==> src/inc/tlo_params.svh <==
`ifndef TLO_PARAMS_SVH
`define TLO_PARAMS_SVH

// ------------------------------------------------------------
// Register indices (byte address is four times the index)
// ------------------------------------------------------------
`define TLO_IDX_LIM_LO 6'h0a
`define TLO_IDX_LIM_HI 6'h0b
`define TLO_IDX_CORR_LO 6'h0c
`define TLO_IDX_CORR_HI 6'h0d
`define TLO_IDX_PIN_RB 6'h0e
`define TLO_IDX_PIN_FN 6'h0f
`define TLO_IDX_RESULT 6'h10
`define TLO_IDX_STATUS 6'h11
`define TLO_IDX_CMD 6'h12

// ------------------------------------------------------------
// Reset values
// ------------------------------------------------------------
`define TLO_RST_LIM_LO 8'hf0
`define TLO_RST_LIM_HI 8'h07
`define TLO_RST_CORR_LO 8'h00
`define TLO_RST_CORR_HI 8'h00
`define TLO_RST_PIN_RB 8'hf0
`define TLO_RST_PIN_FN 8'h00
`define TLO_RST_RESULT 16'h0000

// ------------------------------------------------------------
// Field positions and codes
// ------------------------------------------------------------
`define TLO_STAT_ALERT_FLAG 0
`define TLO_STAT_ALERT_LIVE 1
`define TLO_STAT_LOADING 2
`define TLO_CMD_COPY 0
`define TLO_CMD_PIN_READ 1
`define TLO_PIN_INV_LSB 4
`define TLO_FN_INPUT 2'h0
`define TLO_FN_ALERT 2'h1
`define TLO_FN_DRIVE_LOW 2'h2
`define TLO_FN_RELEASE 2'h3
`define TLO_ALERT_PIN 2

`endif

==> src/inc/tlo_pkg.sv <==
package tlo_pkg;

    // Nonvolatile image of the calibration and limit bytes
    typedef struct packed {
        logic [7:0] corr_hi;
        logic [7:0] corr_lo;
        logic [7:0] lim_hi;
        logic [7:0] lim_lo;
    } tlo_nvm_image_t;

    // Four general-purpose open-drain pins
    typedef struct packed {
        logic [3:0] level;
        logic [3:0] drive;
        logic [3:0] oe;
    } tlo_pins_t;

    // One-hot power-up sequencer
    typedef enum logic [1:0] {
        TLO_ST_LOAD = 2'b01,
        TLO_ST_RUN = 2'b10
    } tlo_state_t;

endpackage

==> src/logic/tlo_regs.sv <==
// Function
// - Corrected result above high limit sets sticky high-alert status flag.
// - Alert-search command answered with alert bit while high alert holds.
// - Supply-powered device pulls alert pin low during high alert.
// - High limit is 16 bits; low byte at 0Ah resets F0h, high at 0Bh.
// - High limit high byte resets to 07h.
// - Copy command stores limit and correction bytes into nonvolatile memory.
// - Power-on reset reloads limit and correction from nonvolatile memory.
// - Factory contents of limit and correction use legacy temperature format.
// - Every conversion adds stored correction before storing the result.
// - Comparison uses the corrected result, never the raw value.
// - Correction is 16 bits at 0Ch and 0Dh, both reset zero.
// - Pin readback refreshes only on the pin-read command.
// - Readback bits 3:0 show true pin levels, reset zero.
// - Readback bits 7:4 show inverted levels, reset ones, register F0h.
// - Pin two in alert function reads back the alert output state.
// - Pin three field 7:6: input, reserved, drive low, release.
// - Pin function register resets to zero and is write-only.
//
// Implementation choice: the APB register port.
`include "tlo_params.svh"

module tlo_regs (
    input wire logic pclk,
    input wire logic presetn,
    input wire logic psel,
    input wire logic penable,
    input wire logic pwrite,
    input wire logic [7:0] paddr,
    input wire logic [31:0] pwdata,
    output logic [31:0] prdata,
    output logic pready,
    output logic pslverr,
    input wire logic conv_done,
    input wire logic [15:0] conv_raw,
    input wire logic vdd_powered,
    input wire logic alert_search_req,
    output logic alert_search_hit,
    output logic alert_pin_out,
    output logic alert_pin_oe,
    input wire logic [3:0] io_in,
    output tlo_pkg::tlo_pins_t io_pins,
    input wire tlo_pkg::tlo_nvm_image_t nvm_rd_data,
    input wire logic nvm_rd_valid,
    output tlo_pkg::tlo_nvm_image_t nvm_wr_data,
    output logic nvm_wr_en
);
    import tlo_pkg::*;

    // ------------------------------------------------------------
    // Storage
    // ------------------------------------------------------------
    tlo_state_t state_r;
    tlo_state_t state_nxt;
    logic [7:0] lim_lo_r;
    logic [7:0] lim_hi_r;
    logic [7:0] corr_lo_r;
    logic [7:0] corr_hi_r;
    logic [7:0] pin_rb_r;
    logic [7:0] pin_fn_r;
    logic [15:0] result_r;
    logic alert_live_r;
    logic alert_flag_r;
    logic [31:0] prdata_r;
    logic search_hit_r;
    logic nvm_wr_en_r;
    tlo_nvm_image_t nvm_wr_data_r;
    logic [7:0] lim_lo_nxt;
    logic [7:0] lim_hi_nxt;
    logic [7:0] corr_lo_nxt;
    logic [7:0] corr_hi_nxt;
    logic [7:0] pin_rb_nxt;
    logic [7:0] pin_fn_nxt;
    logic [15:0] result_nxt;
    logic alert_live_nxt;
    logic alert_flag_nxt;
    logic [31:0] prdata_nxt;

    // ------------------------------------------------------------
    // Bus decode
    // ------------------------------------------------------------
    wire loading = (state_r == TLO_ST_LOAD);
    wire setup_ph = psel && !penable;
    wire wr_ok = psel && penable && pwrite && pready;
    wire [5:0] idx = paddr[7:2];
    wire hit_lim_lo = (idx == `TLO_IDX_LIM_LO);
    wire hit_lim_hi = (idx == `TLO_IDX_LIM_HI);
    wire hit_corr_lo = (idx == `TLO_IDX_CORR_LO);
    wire hit_corr_hi = (idx == `TLO_IDX_CORR_HI);
    wire hit_pin_rb = (idx == `TLO_IDX_PIN_RB);
    wire hit_pin_fn = (idx == `TLO_IDX_PIN_FN);
    wire hit_result = (idx == `TLO_IDX_RESULT);
    wire hit_status = (idx == `TLO_IDX_STATUS);
    wire hit_cmd = (idx == `TLO_IDX_CMD);
    wire mapped = hit_lim_lo || hit_lim_hi || hit_corr_lo || hit_corr_hi
        || hit_pin_rb || hit_pin_fn || hit_result || hit_status || hit_cmd;
    wire cmd_copy = wr_ok && hit_cmd && pwdata[`TLO_CMD_COPY];
    wire cmd_pin_read = wr_ok && hit_cmd && pwdata[`TLO_CMD_PIN_READ];
    wire stat_clear = wr_ok && hit_status && pwdata[`TLO_STAT_ALERT_FLAG];

    // Bus is held off while the power-up reload is still pending
    assign pready = !loading;
    assign pslverr = psel && penable && !mapped;

    // ------------------------------------------------------------
    // Power-up reload sequencer
    // ------------------------------------------------------------
    always_comb begin
        state_nxt = state_r;
        case (state_r)
            TLO_ST_LOAD: begin
                if (nvm_rd_valid) begin
                    state_nxt = TLO_ST_RUN;
                end
            end
            TLO_ST_RUN: begin
                state_nxt = TLO_ST_RUN;
            end
            default: begin
                state_nxt = TLO_ST_LOAD;
            end
        endcase
    end

    wire do_load = loading && nvm_rd_valid;

    // ------------------------------------------------------------
    // Limit and correction bytes
    // ------------------------------------------------------------
    // Reload wins over software, which is stalled during load anyway
    assign lim_lo_nxt = do_load ? nvm_rd_data.lim_lo :
        (wr_ok && hit_lim_lo) ? pwdata[7:0] : lim_lo_r;
    assign lim_hi_nxt = do_load ? nvm_rd_data.lim_hi :
        (wr_ok && hit_lim_hi) ? pwdata[7:0] : lim_hi_r;
    assign corr_lo_nxt = do_load ? nvm_rd_data.corr_lo :
        (wr_ok && hit_corr_lo) ? pwdata[7:0] : corr_lo_r;
    assign corr_hi_nxt = do_load ? nvm_rd_data.corr_hi :
        (wr_ok && hit_corr_hi) ? pwdata[7:0] : corr_hi_r;

    // ------------------------------------------------------------
    // Conversion correction and high-alert compare
    // ------------------------------------------------------------
    // Signed add wraps on overflow; the format leaves headroom for it
    wire signed [15:0] corr_s = {corr_hi_r, corr_lo_r};
    wire signed [15:0] lim_s = {lim_hi_r, lim_lo_r};
    wire signed [15:0] raw_s = conv_raw;
    wire signed [15:0] fixed_s = raw_s + corr_s;
    wire over_lim = (fixed_s > lim_s);
    assign result_nxt = conv_done ? fixed_s : result_r;
    assign alert_live_nxt = conv_done ? over_lim : alert_live_r;
    // Set beats clear so an alert in the clearing cycle is kept
    assign alert_flag_nxt = (conv_done && over_lim) ||
        (alert_flag_r && !stat_clear);

    // ------------------------------------------------------------
    // Alert pin and pins 0 to 3
    // ------------------------------------------------------------
    // Bus-powered parts never drive the alert pin
    wire alert_drive = vdd_powered && alert_live_r;
    assign alert_pin_out = 1'b0;
    assign alert_pin_oe = alert_drive;

    logic [3:0] pin_level;
    genvar g;
    generate
        for (g = 0; g < 4; g = g + 1) begin : g_pin
            wire [1:0] fn = pin_fn_r[2*g+1:2*g];
            // Reserved code behaves as an input
            wire own_alert = (g == `TLO_ALERT_PIN) && (fn == `TLO_FN_ALERT);
            assign io_pins.drive[g] = 1'b0;
            assign io_pins.oe[g] = (fn == `TLO_FN_DRIVE_LOW) ||
                (own_alert && alert_drive);
            // Alert-mode pin two reports the alert output, not the pad
            assign pin_level[g] = own_alert ? !alert_drive : io_in[g];
        end
    endgenerate
    assign io_pins.level = pin_level;

    // Snapshot only on command so software sees a coherent sample
    assign pin_rb_nxt = cmd_pin_read ? {~pin_level, pin_level} :
        pin_rb_r;
    assign pin_fn_nxt = (wr_ok && hit_pin_fn) ? pwdata[7:0] : pin_fn_r;

    // ------------------------------------------------------------
    // Read data, captured in setup and again while the bus waits
    // ------------------------------------------------------------
    // Next values are used so a read stalled by the reload returns
    // the reloaded bytes, not the reset values
    wire rd_capture = setup_ph || (psel && !pready);
    wire [31:0] status_word = {29'h0, loading, alert_live_r, alert_flag_r};
    assign prdata_nxt = !rd_capture ? prdata_r :
        hit_lim_lo ? {24'h0, lim_lo_nxt} :
        hit_lim_hi ? {24'h0, lim_hi_nxt} :
        hit_corr_lo ? {24'h0, corr_lo_nxt} :
        hit_corr_hi ? {24'h0, corr_hi_nxt} :
        hit_pin_rb ? {24'h0, pin_rb_r} :
        hit_result ? {16'h0, result_r} :
        hit_status ? status_word :
        32'h0;

    // ------------------------------------------------------------
    // Register updates
    // ------------------------------------------------------------
    always_ff @(posedge pclk or negedge presetn) begin
        if (!presetn) begin
            state_r <= TLO_ST_LOAD;
            lim_lo_r <= `TLO_RST_LIM_LO;
            lim_hi_r <= `TLO_RST_LIM_HI;
            corr_lo_r <= `TLO_RST_CORR_LO;
            corr_hi_r <= `TLO_RST_CORR_HI;
        end else begin
            state_r <= state_nxt;
            lim_lo_r <= lim_lo_nxt;
            lim_hi_r <= lim_hi_nxt;
            corr_lo_r <= corr_lo_nxt;
            corr_hi_r <= corr_hi_nxt;
        end
    end

    // Pin, result and alert state
    always_ff @(posedge pclk or negedge presetn) begin
        if (!presetn) begin
            pin_rb_r <= `TLO_RST_PIN_RB;
            pin_fn_r <= `TLO_RST_PIN_FN;
            result_r <= `TLO_RST_RESULT;
            alert_live_r <= 1'b0;
            alert_flag_r <= 1'b0;
        end else begin
            pin_rb_r <= pin_rb_nxt;
            pin_fn_r <= pin_fn_nxt;
            result_r <= result_nxt;
            alert_live_r <= alert_live_nxt;
            alert_flag_r <= alert_flag_nxt;
        end
    end

    // Bus answer, search answer and nonvolatile write strobe
    always_ff @(posedge pclk or negedge presetn) begin
        if (!presetn) begin
            prdata_r <= 32'h0;
            search_hit_r <= 1'b0;
            nvm_wr_en_r <= 1'b0;
            nvm_wr_data_r <= '0;
        end else begin
            prdata_r <= prdata_nxt;
            search_hit_r <= alert_search_req && alert_live_r;
            nvm_wr_en_r <= cmd_copy;
            if (cmd_copy) begin
                nvm_wr_data_r <= {corr_hi_r, corr_lo_r, lim_hi_r, lim_lo_r};
            end
        end
    end

    assign prdata = prdata_r;
    assign alert_search_hit = search_hit_r;
    assign nvm_wr_en = nvm_wr_en_r;
    assign nvm_wr_data = nvm_wr_data_r;

endmodule // tlo_regs

==> config.mk <==
export PLATFORM = sky130hd
export DESIGN_NAME = tlo_regs
export DESIGN_NICKNAME = d
export VERILOG_FILES = /design/src/inc/tlo_pkg.sv /design/src/logic/tlo_regs.sv
export VERILOG_INCLUDE_DIRS = /design/src /design/src/inc
export SDC_FILE = /design/constraint.sdc
export NUM_CORES = 1
export LEC_CHECK = 0
export ABC_AREA = 1
export BUFFER_PORTS_ARGS = -buffer_cell sky130_fd_sc_hd__buf_2
export CAP_MARGIN = 25
export CORE_AREA = 4 4 106 149
export CTS_CLUSTER_SIZE = 28
export DETAILED_ROUTE_END_ITERATION = 8
export DIE_AREA = 0 0 110 153
export PLACE_DENSITY = 0.75
export SYNTH_ARGS = -nofsm -noshare
export SYNTH_HDL_FRONTEND = slang
export SYNTH_SLANG_ARGS = --single-unit
==> constraint.sdc <==
create_clock -name pclk -period 3.4 [get_ports pclk]
set_input_delay 0.68 -clock pclk [delete_from_list [all_inputs] [get_ports pclk]]
set_output_delay 0.68 -clock pclk [all_outputs]
set_load 0.02 [all_outputs]
== Yosys cells after proc, flatten, opt, wreduce, memory -nomap -nowiden ==
Index checks and enable logic that the tools add are counted.

* Register bits after elaboration: 134
* Input port bits: 101
* Word-level logic and storage cells: 93
* Output and inout port bits: 82

* Eq/ne operators: 17
* Add/sub/neg operators: 1
* Mux-type cells: 18
* Reductions and logical operators: 38
* $lt $le $gt $ge: 1
* Bitwise logic cells: 1

{| class="wikitable"
|+ Operators with widths
! kind !! number
|-
| 16-bit two-way mux || 6
|-
| 8-bit two-way mux || 8
|-
| 6-bit by 4-bit equality test with 1-bit output, second input constant || 6
|-
| 1-bit logical AND || 22
|-
| 6-bit by 5-bit equality test with 1-bit output, second input constant || 3
|-
| 16-bit adder || 1
|-
| 16-bit > comparator || 1
|-
| 1-bit logical OR || 11
|-
| 2-bit equality test, second input constant || 5
|-
| 1-bit logical NOT || 5
|-
| 2-bit by 1-bit equality test with 1-bit output, second input constant || 2
|-
| 4-bit NOT || 1
|-
| 2-bit one-hot mux with 2 select lines || 1
|-
| 3-bit two-way mux || 1
|-
| 2-bit two-way mux || 1
|-
| 2-bit inequality test, second input constant || 1
|-
| 1-bit two-way mux || 1
|}

== Longest topological paths before layout ==
* Depth after elaboration: 11
* Depth in mapped cells: 22
* Gate-level depth less buffers: 22

== Least setup slack after synthesis ==
No wires, ideal clock.

* Kind: input to register
* From: input conv_raw[0]
* To: register alert_flag_r
* Arrival time: 3062 ps
* Required time: 3280 ps
* Cell stages on the path: 21
* Library setup time: 120 ps
* Path buffers: 0
* Path slack: 217 ps
* Path through: ha_1 inv_1 fa_1 nand3b_1 nand2_1 a21oi_1 nand3b_1 nand2_1 nand2_1 and2_1 ha_1 nand2_1 inv_1 nand3_1 or2_2 inv_1 nand2_1 nand2_1 nand2_1 nand3_1 nand2_1

* Longest elaborated chain between the ends: 4

{| class="wikitable"
|+ Ends and longest elaborated chain
! what !! RTL line !! RTL
|-
| start, declared || tlo_regs.sv:35 || <nowiki>input wire logic [15:0] conv_raw,</nowiki>
|-
| 16-bit adder || tlo_regs.sv:147 || <nowiki>wire signed [15:0] fixed_s = raw_s + corr_s;</nowiki>
|-
| net fixed_s[14] || tlo_regs.sv:147 ||
|-
| 16-bit > comparator || tlo_regs.sv:148 || <nowiki>wire over_lim = (fixed_s > lim_s);</nowiki>
|-
| 1-bit logical AND || tlo_regs.sv:152 || <nowiki>assign alert_flag_nxt = (conv_done && over_lim) ||</nowiki>
|-
| 1-bit logical OR || tlo_regs.sv:152 ||
|-
| net alert_flag_nxt || tlo_regs.sv:76 || <nowiki>logic alert_flag_nxt;</nowiki>
|-
| end signal, assigned || tlo_regs.sv:233 || <nowiki>alert_flag_r <= alert_flag_nxt;</nowiki>
|-
| end, declared || tlo_regs.sv:63 || <nowiki>logic alert_flag_r;</nowiki>
|}

The timed path passes the listed nets, and every way through them passes these cells.
A chain may end at the register's enable or synchronous reset.

== Worst setup path after layout ==
* From: input conv_raw[0]
* To: register alert_live_r

* Longest elaborated chain between the ends: 2

{| class="wikitable"
|+ Ends and longest elaborated chain
! what !! RTL line !! RTL
|-
| 16-bit adder || tlo_regs.sv:147 ||
|-
| net fixed_s[14] || tlo_regs.sv:147 ||
|-
| 16-bit > comparator || tlo_regs.sv:148 ||
|-
| end signal, assigned || tlo_regs.sv:232 || <nowiki>alert_live_r <= alert_live_nxt;</nowiki>
|-
| end, declared || tlo_regs.sv:62 || <nowiki>logic alert_live_r;</nowiki>
|}

The timed path passes the listed nets, and every way through them passes these cells.

==> run summary <==
Status: finished clean
Maximum VDD drop: 495.8 uV
Post-Syn Instances: 960
Fin crit share: 91.69%
Syn_area_per_cell: 7.428 um2
Number of global-route vias before repair: 6,876
P_int: 4097 uW
Total track usage: 26.37%
CP max stage delay: 0.40 ns
Yosys warns: 0
Die height: 153 um
Arrival time worst endpoint: 3.42 ns
Clk buf depth: 2
Final Hold Fails: 0
Initial antenna violation count: 0
Sw Pwr: 2734 uW
GPL Wtd Cong: 0.9294
CTS buffer count: 17
Leakage: 0.004850 uW
Yosys reg bits: 118
Slowest-stage cell, CP: fa_1
Critical Path, Cell by Cell: buf_2 > ha_1 > inv_1 > fa_1 > nand3b_1 > nand2_1 > a21oi_2 > nand3b_1 > nand2_1 > nand2_1 > and2_1 > ha_1 > nand2_1 > inv_1 > nand3_1 > or2_2 > inv_1 > nand2_1 > nand2_1 > nand2_1 > nand3_1 > nand2_1
Crit path time final: 3.117 ns
Max Cap Viol: 0
Clock Skew: 0.008111 ns
Fin util: 59.78%
Std cell rows: 52
Critical path's most frequent cell: nand2_1
Combinational fraction of design power: 41.3%
Final instance area: 0.008596 mm2
Ports: 183
Worst setup SP type: input port
Nets@finish: 1,236
Initial Utilization: 49.59%
Hold WC Path Type: in2async
Clk pin slew, worst setup/hold paths: 0.06 ns
Seq pwr share: 29.9%
Synthesized cell area: 0.007131 mm2
Pin count of the biggest net entering global routing: 56
Placed Area: 0.007945 mm2
H-tree Lvls: 4
Ant diodes: 0
Critical Path Fanout Max: 4
CP Capture Type: flop
DR WL/cell: 16.47 um
RSZ-0062 raised after global routing: false
First-pass GRT wire length: 34,040 um
Critical path data required time: 3.70 ns
Initial drt markers: 496
Sequential share of the synthesized area: 41.62%
Post-synth EDFFs: 0
Fmax: 320.8 MHz
Final HPWL DP: 16,600 um
Die area: 0.01683 mm2
Clock power frac: 28.8%
Clock Latency Late Sink: 0.42 ns
Yosys cell types: 41
Core Box Area: 0.01438 mm2
Post-synth ARST share: 100.0%
DR vias: 6,696
Slew Viols, Final: 0
TritonCTS clock tree: yes
Root Driver: clkbuf_16
Filler cell count: 1,339
Sw frac: 40.02%
Area delta synth->final: 20.55%
Routed Antenna Nets: 0
Die Wd: 110 um
Total routed wirelength: 21,470 um
# setup viols final: 0
Share of layout cells above drive strength 1: 23.05%
Max_slew headroom: 45.09%
DRT Pass-1 Iters: 8
Crit Path Category: in2reg
GRT Residual Overflow: 0
# port buffers: 135
Post-synth top flop: dfrtp_1
Routed vias/inst: 5.135
Max reg flops: 32
CTS sink cnt: 118
DRC: 0
Pin slew with the least headroom to its limit: 0.8225 ns
Post-CTS Setup Repair Bufs: 0
Power per cell area: 794.6 mW/mm2
[layout make-up]
| type | instances | area (um2) | area share, % |
|---|---|---|---|
| clock buffers | 19 | 452.9 | 5.269 |
| clock inverters | 13 | 193.9 | 2.256 |
| inverters | 131 | 493.0 | 5.735 |
| multi-input cells | 685 | 3456 | 40.20 |
| flip-flops and latches | 118 | 2968 | 34.53 |
| well taps | 189 | 236.5 | 2.751 |
| repair buffers | 149 | 795.8 | 9.258 |
[path summary, 6_finish.rpt]
check	start	endpoint	slack, ns	cells past startpoint
hold reg to reg	nvm_wr_data[27]	nvm_wr_data[27]	0.46	2
setup reg to reg	corr_lo_r[0]	alert_live_r	0.30	21
max in group asynchronous	presetn	lim_lo_r[7]	2.36	2
hold / removal	presetn	prdata[5]	0.25	1
setup / recovery	conv_raw[0]	alert_live_r	0.28	22
min in group pclk	io_in[3]	pin_rb_r[7]	0.43	2
[cell families (layout without fill, tap and decap cells)]
kind of cell | Yosys count | count (layout) | share of synthesized area, %
AOI/OAI and AO/OA | 90 | 90 | 6.685
xor gates and xnor gates | 10 | 10 | 1.228
adders and majority gates | 33 | 33 | 5.896
buffers and inverters | 177 | 312 | 11.02
DFF | 118 | 118 | 41.62
other | 1 | 21 | 0.05259
and+or+nand+nor | 531 | 531 | 33.50
[worst max-delay path: cells and delay by family]
kind,cells,cell delay [ns]
AO/OA/AOI/OAI,1,0.09
adder cells (fa/ha/maj),3,0.85
buffers and inverters,4,0.29
AND/OR/NAND/NOR,14,1.50
[power by group through the flow]
stage,clock network (uW),logic (uW),registers (uW)
4_1_cts,1980,2810,2030
5_1_grt,2040,3200,2070
2_1_floorplan,0,1950,1990
3_3_place_gp,0,2710,2040
3_5_place_dp,0,2760,2050
6_report,1970,2820,2040
[through the flow]
step	setup TNS [ns]	hold WS (ns)	setup WS (ns)	instances	total power, uW
after floorplan	0	0.3844	0.2171	980	3938
after global placement	-0.2968	0.4475	-0.1512	1272	4750
after detailed placement	-0.3986	0.4540	-0.2036	1272	4812
after CTS	0	0.2635	0.2268	1304	6818
after global routing	0	0.2867	0.02239	1304	7312
final	0	0.2468	0.2826	1304	6830
[layout by cell type, fill, tap and decap left out, drive strengths merged]
| cell type | instances |
|---|---|
| nand3 | 108 |
| ha | 32 |
| o22ai | 3 |
| or2 | 24 |
| inv | 130 |
| clkinv | 6 |
| nor2 | 51 |
| o211ai | 1 |
| a21oi | 21 |
| clkinvlp | 4 |
| clkbuf | 19 |
| dfstp | 12 |
| xnor2 | 1 |
| and2 | 19 |
| o21bai | 6 |
| nand3b | 4 |
| dfrtp | 106 |
| nor3 | 8 |
| xor2 | 9 |
| nor3b | 1 |
| fa | 1 |
| buf | 149 |
| nand2 | 313 |
| conb | 21 |
| o21a | 1 |
| o31ai | 1 |
| nand4 | 3 |
| o21ai | 57 |
| bufinv | 4 |
[cell usage after synthesis, types with 2 or more instances]
cell type	number	area, um2
nand2_1	307	1152
inv_1	110	412.9
dfrtp_1	106	2653
nand3_1	106	530.5
nor2_1	42	157.7
o21ai_0	36	180.2
ha_1	32	400.4
buf_4	25	187.7
or2_2	24	150.1
a21oi_1	21	105.1
o21ai_1	21	105.1
and2_1	19	118.9
inv_2	18	67.56
dfstp_2	12	315.3
clkbuf_1	10	37.54
buf_2	9	45.04
xor2_1	9	78.83
nand2_2	6	37.54
nor3_1	6	30.03
o21bai_1	6	45.04
nor2_4	5	56.30
nand3b_1	4	30.03
nor2_2	3	18.77
o22ai_1	3	18.77
buf_6	2	22.52
clkinv_1	2	7.510
nand4_1	2	12.51
[per-layer routing]
| layer | track usage, % | vias up | share of wire, % |
|---|---|---|---|
| met3 | 4.895 | 74 | 5.9 |
| met1 | 31.64 | 3097 | 39 |
| met4 | 12.66 | 0 | 5.0 |
| li1 | - | 3254 | - |
| met2 | 44.65 | 271 | 50 |
| met5 | 0 | - | 0 |
[what timing repair did]
| item | in CTS | in global routing |
|---|---|---|
| hold buffers | 0 | 0 |
| resized for setup | 0 | 1 |
| setup endpoints to repair | 0 | 2 |
(Power assumes the default switching activity.)
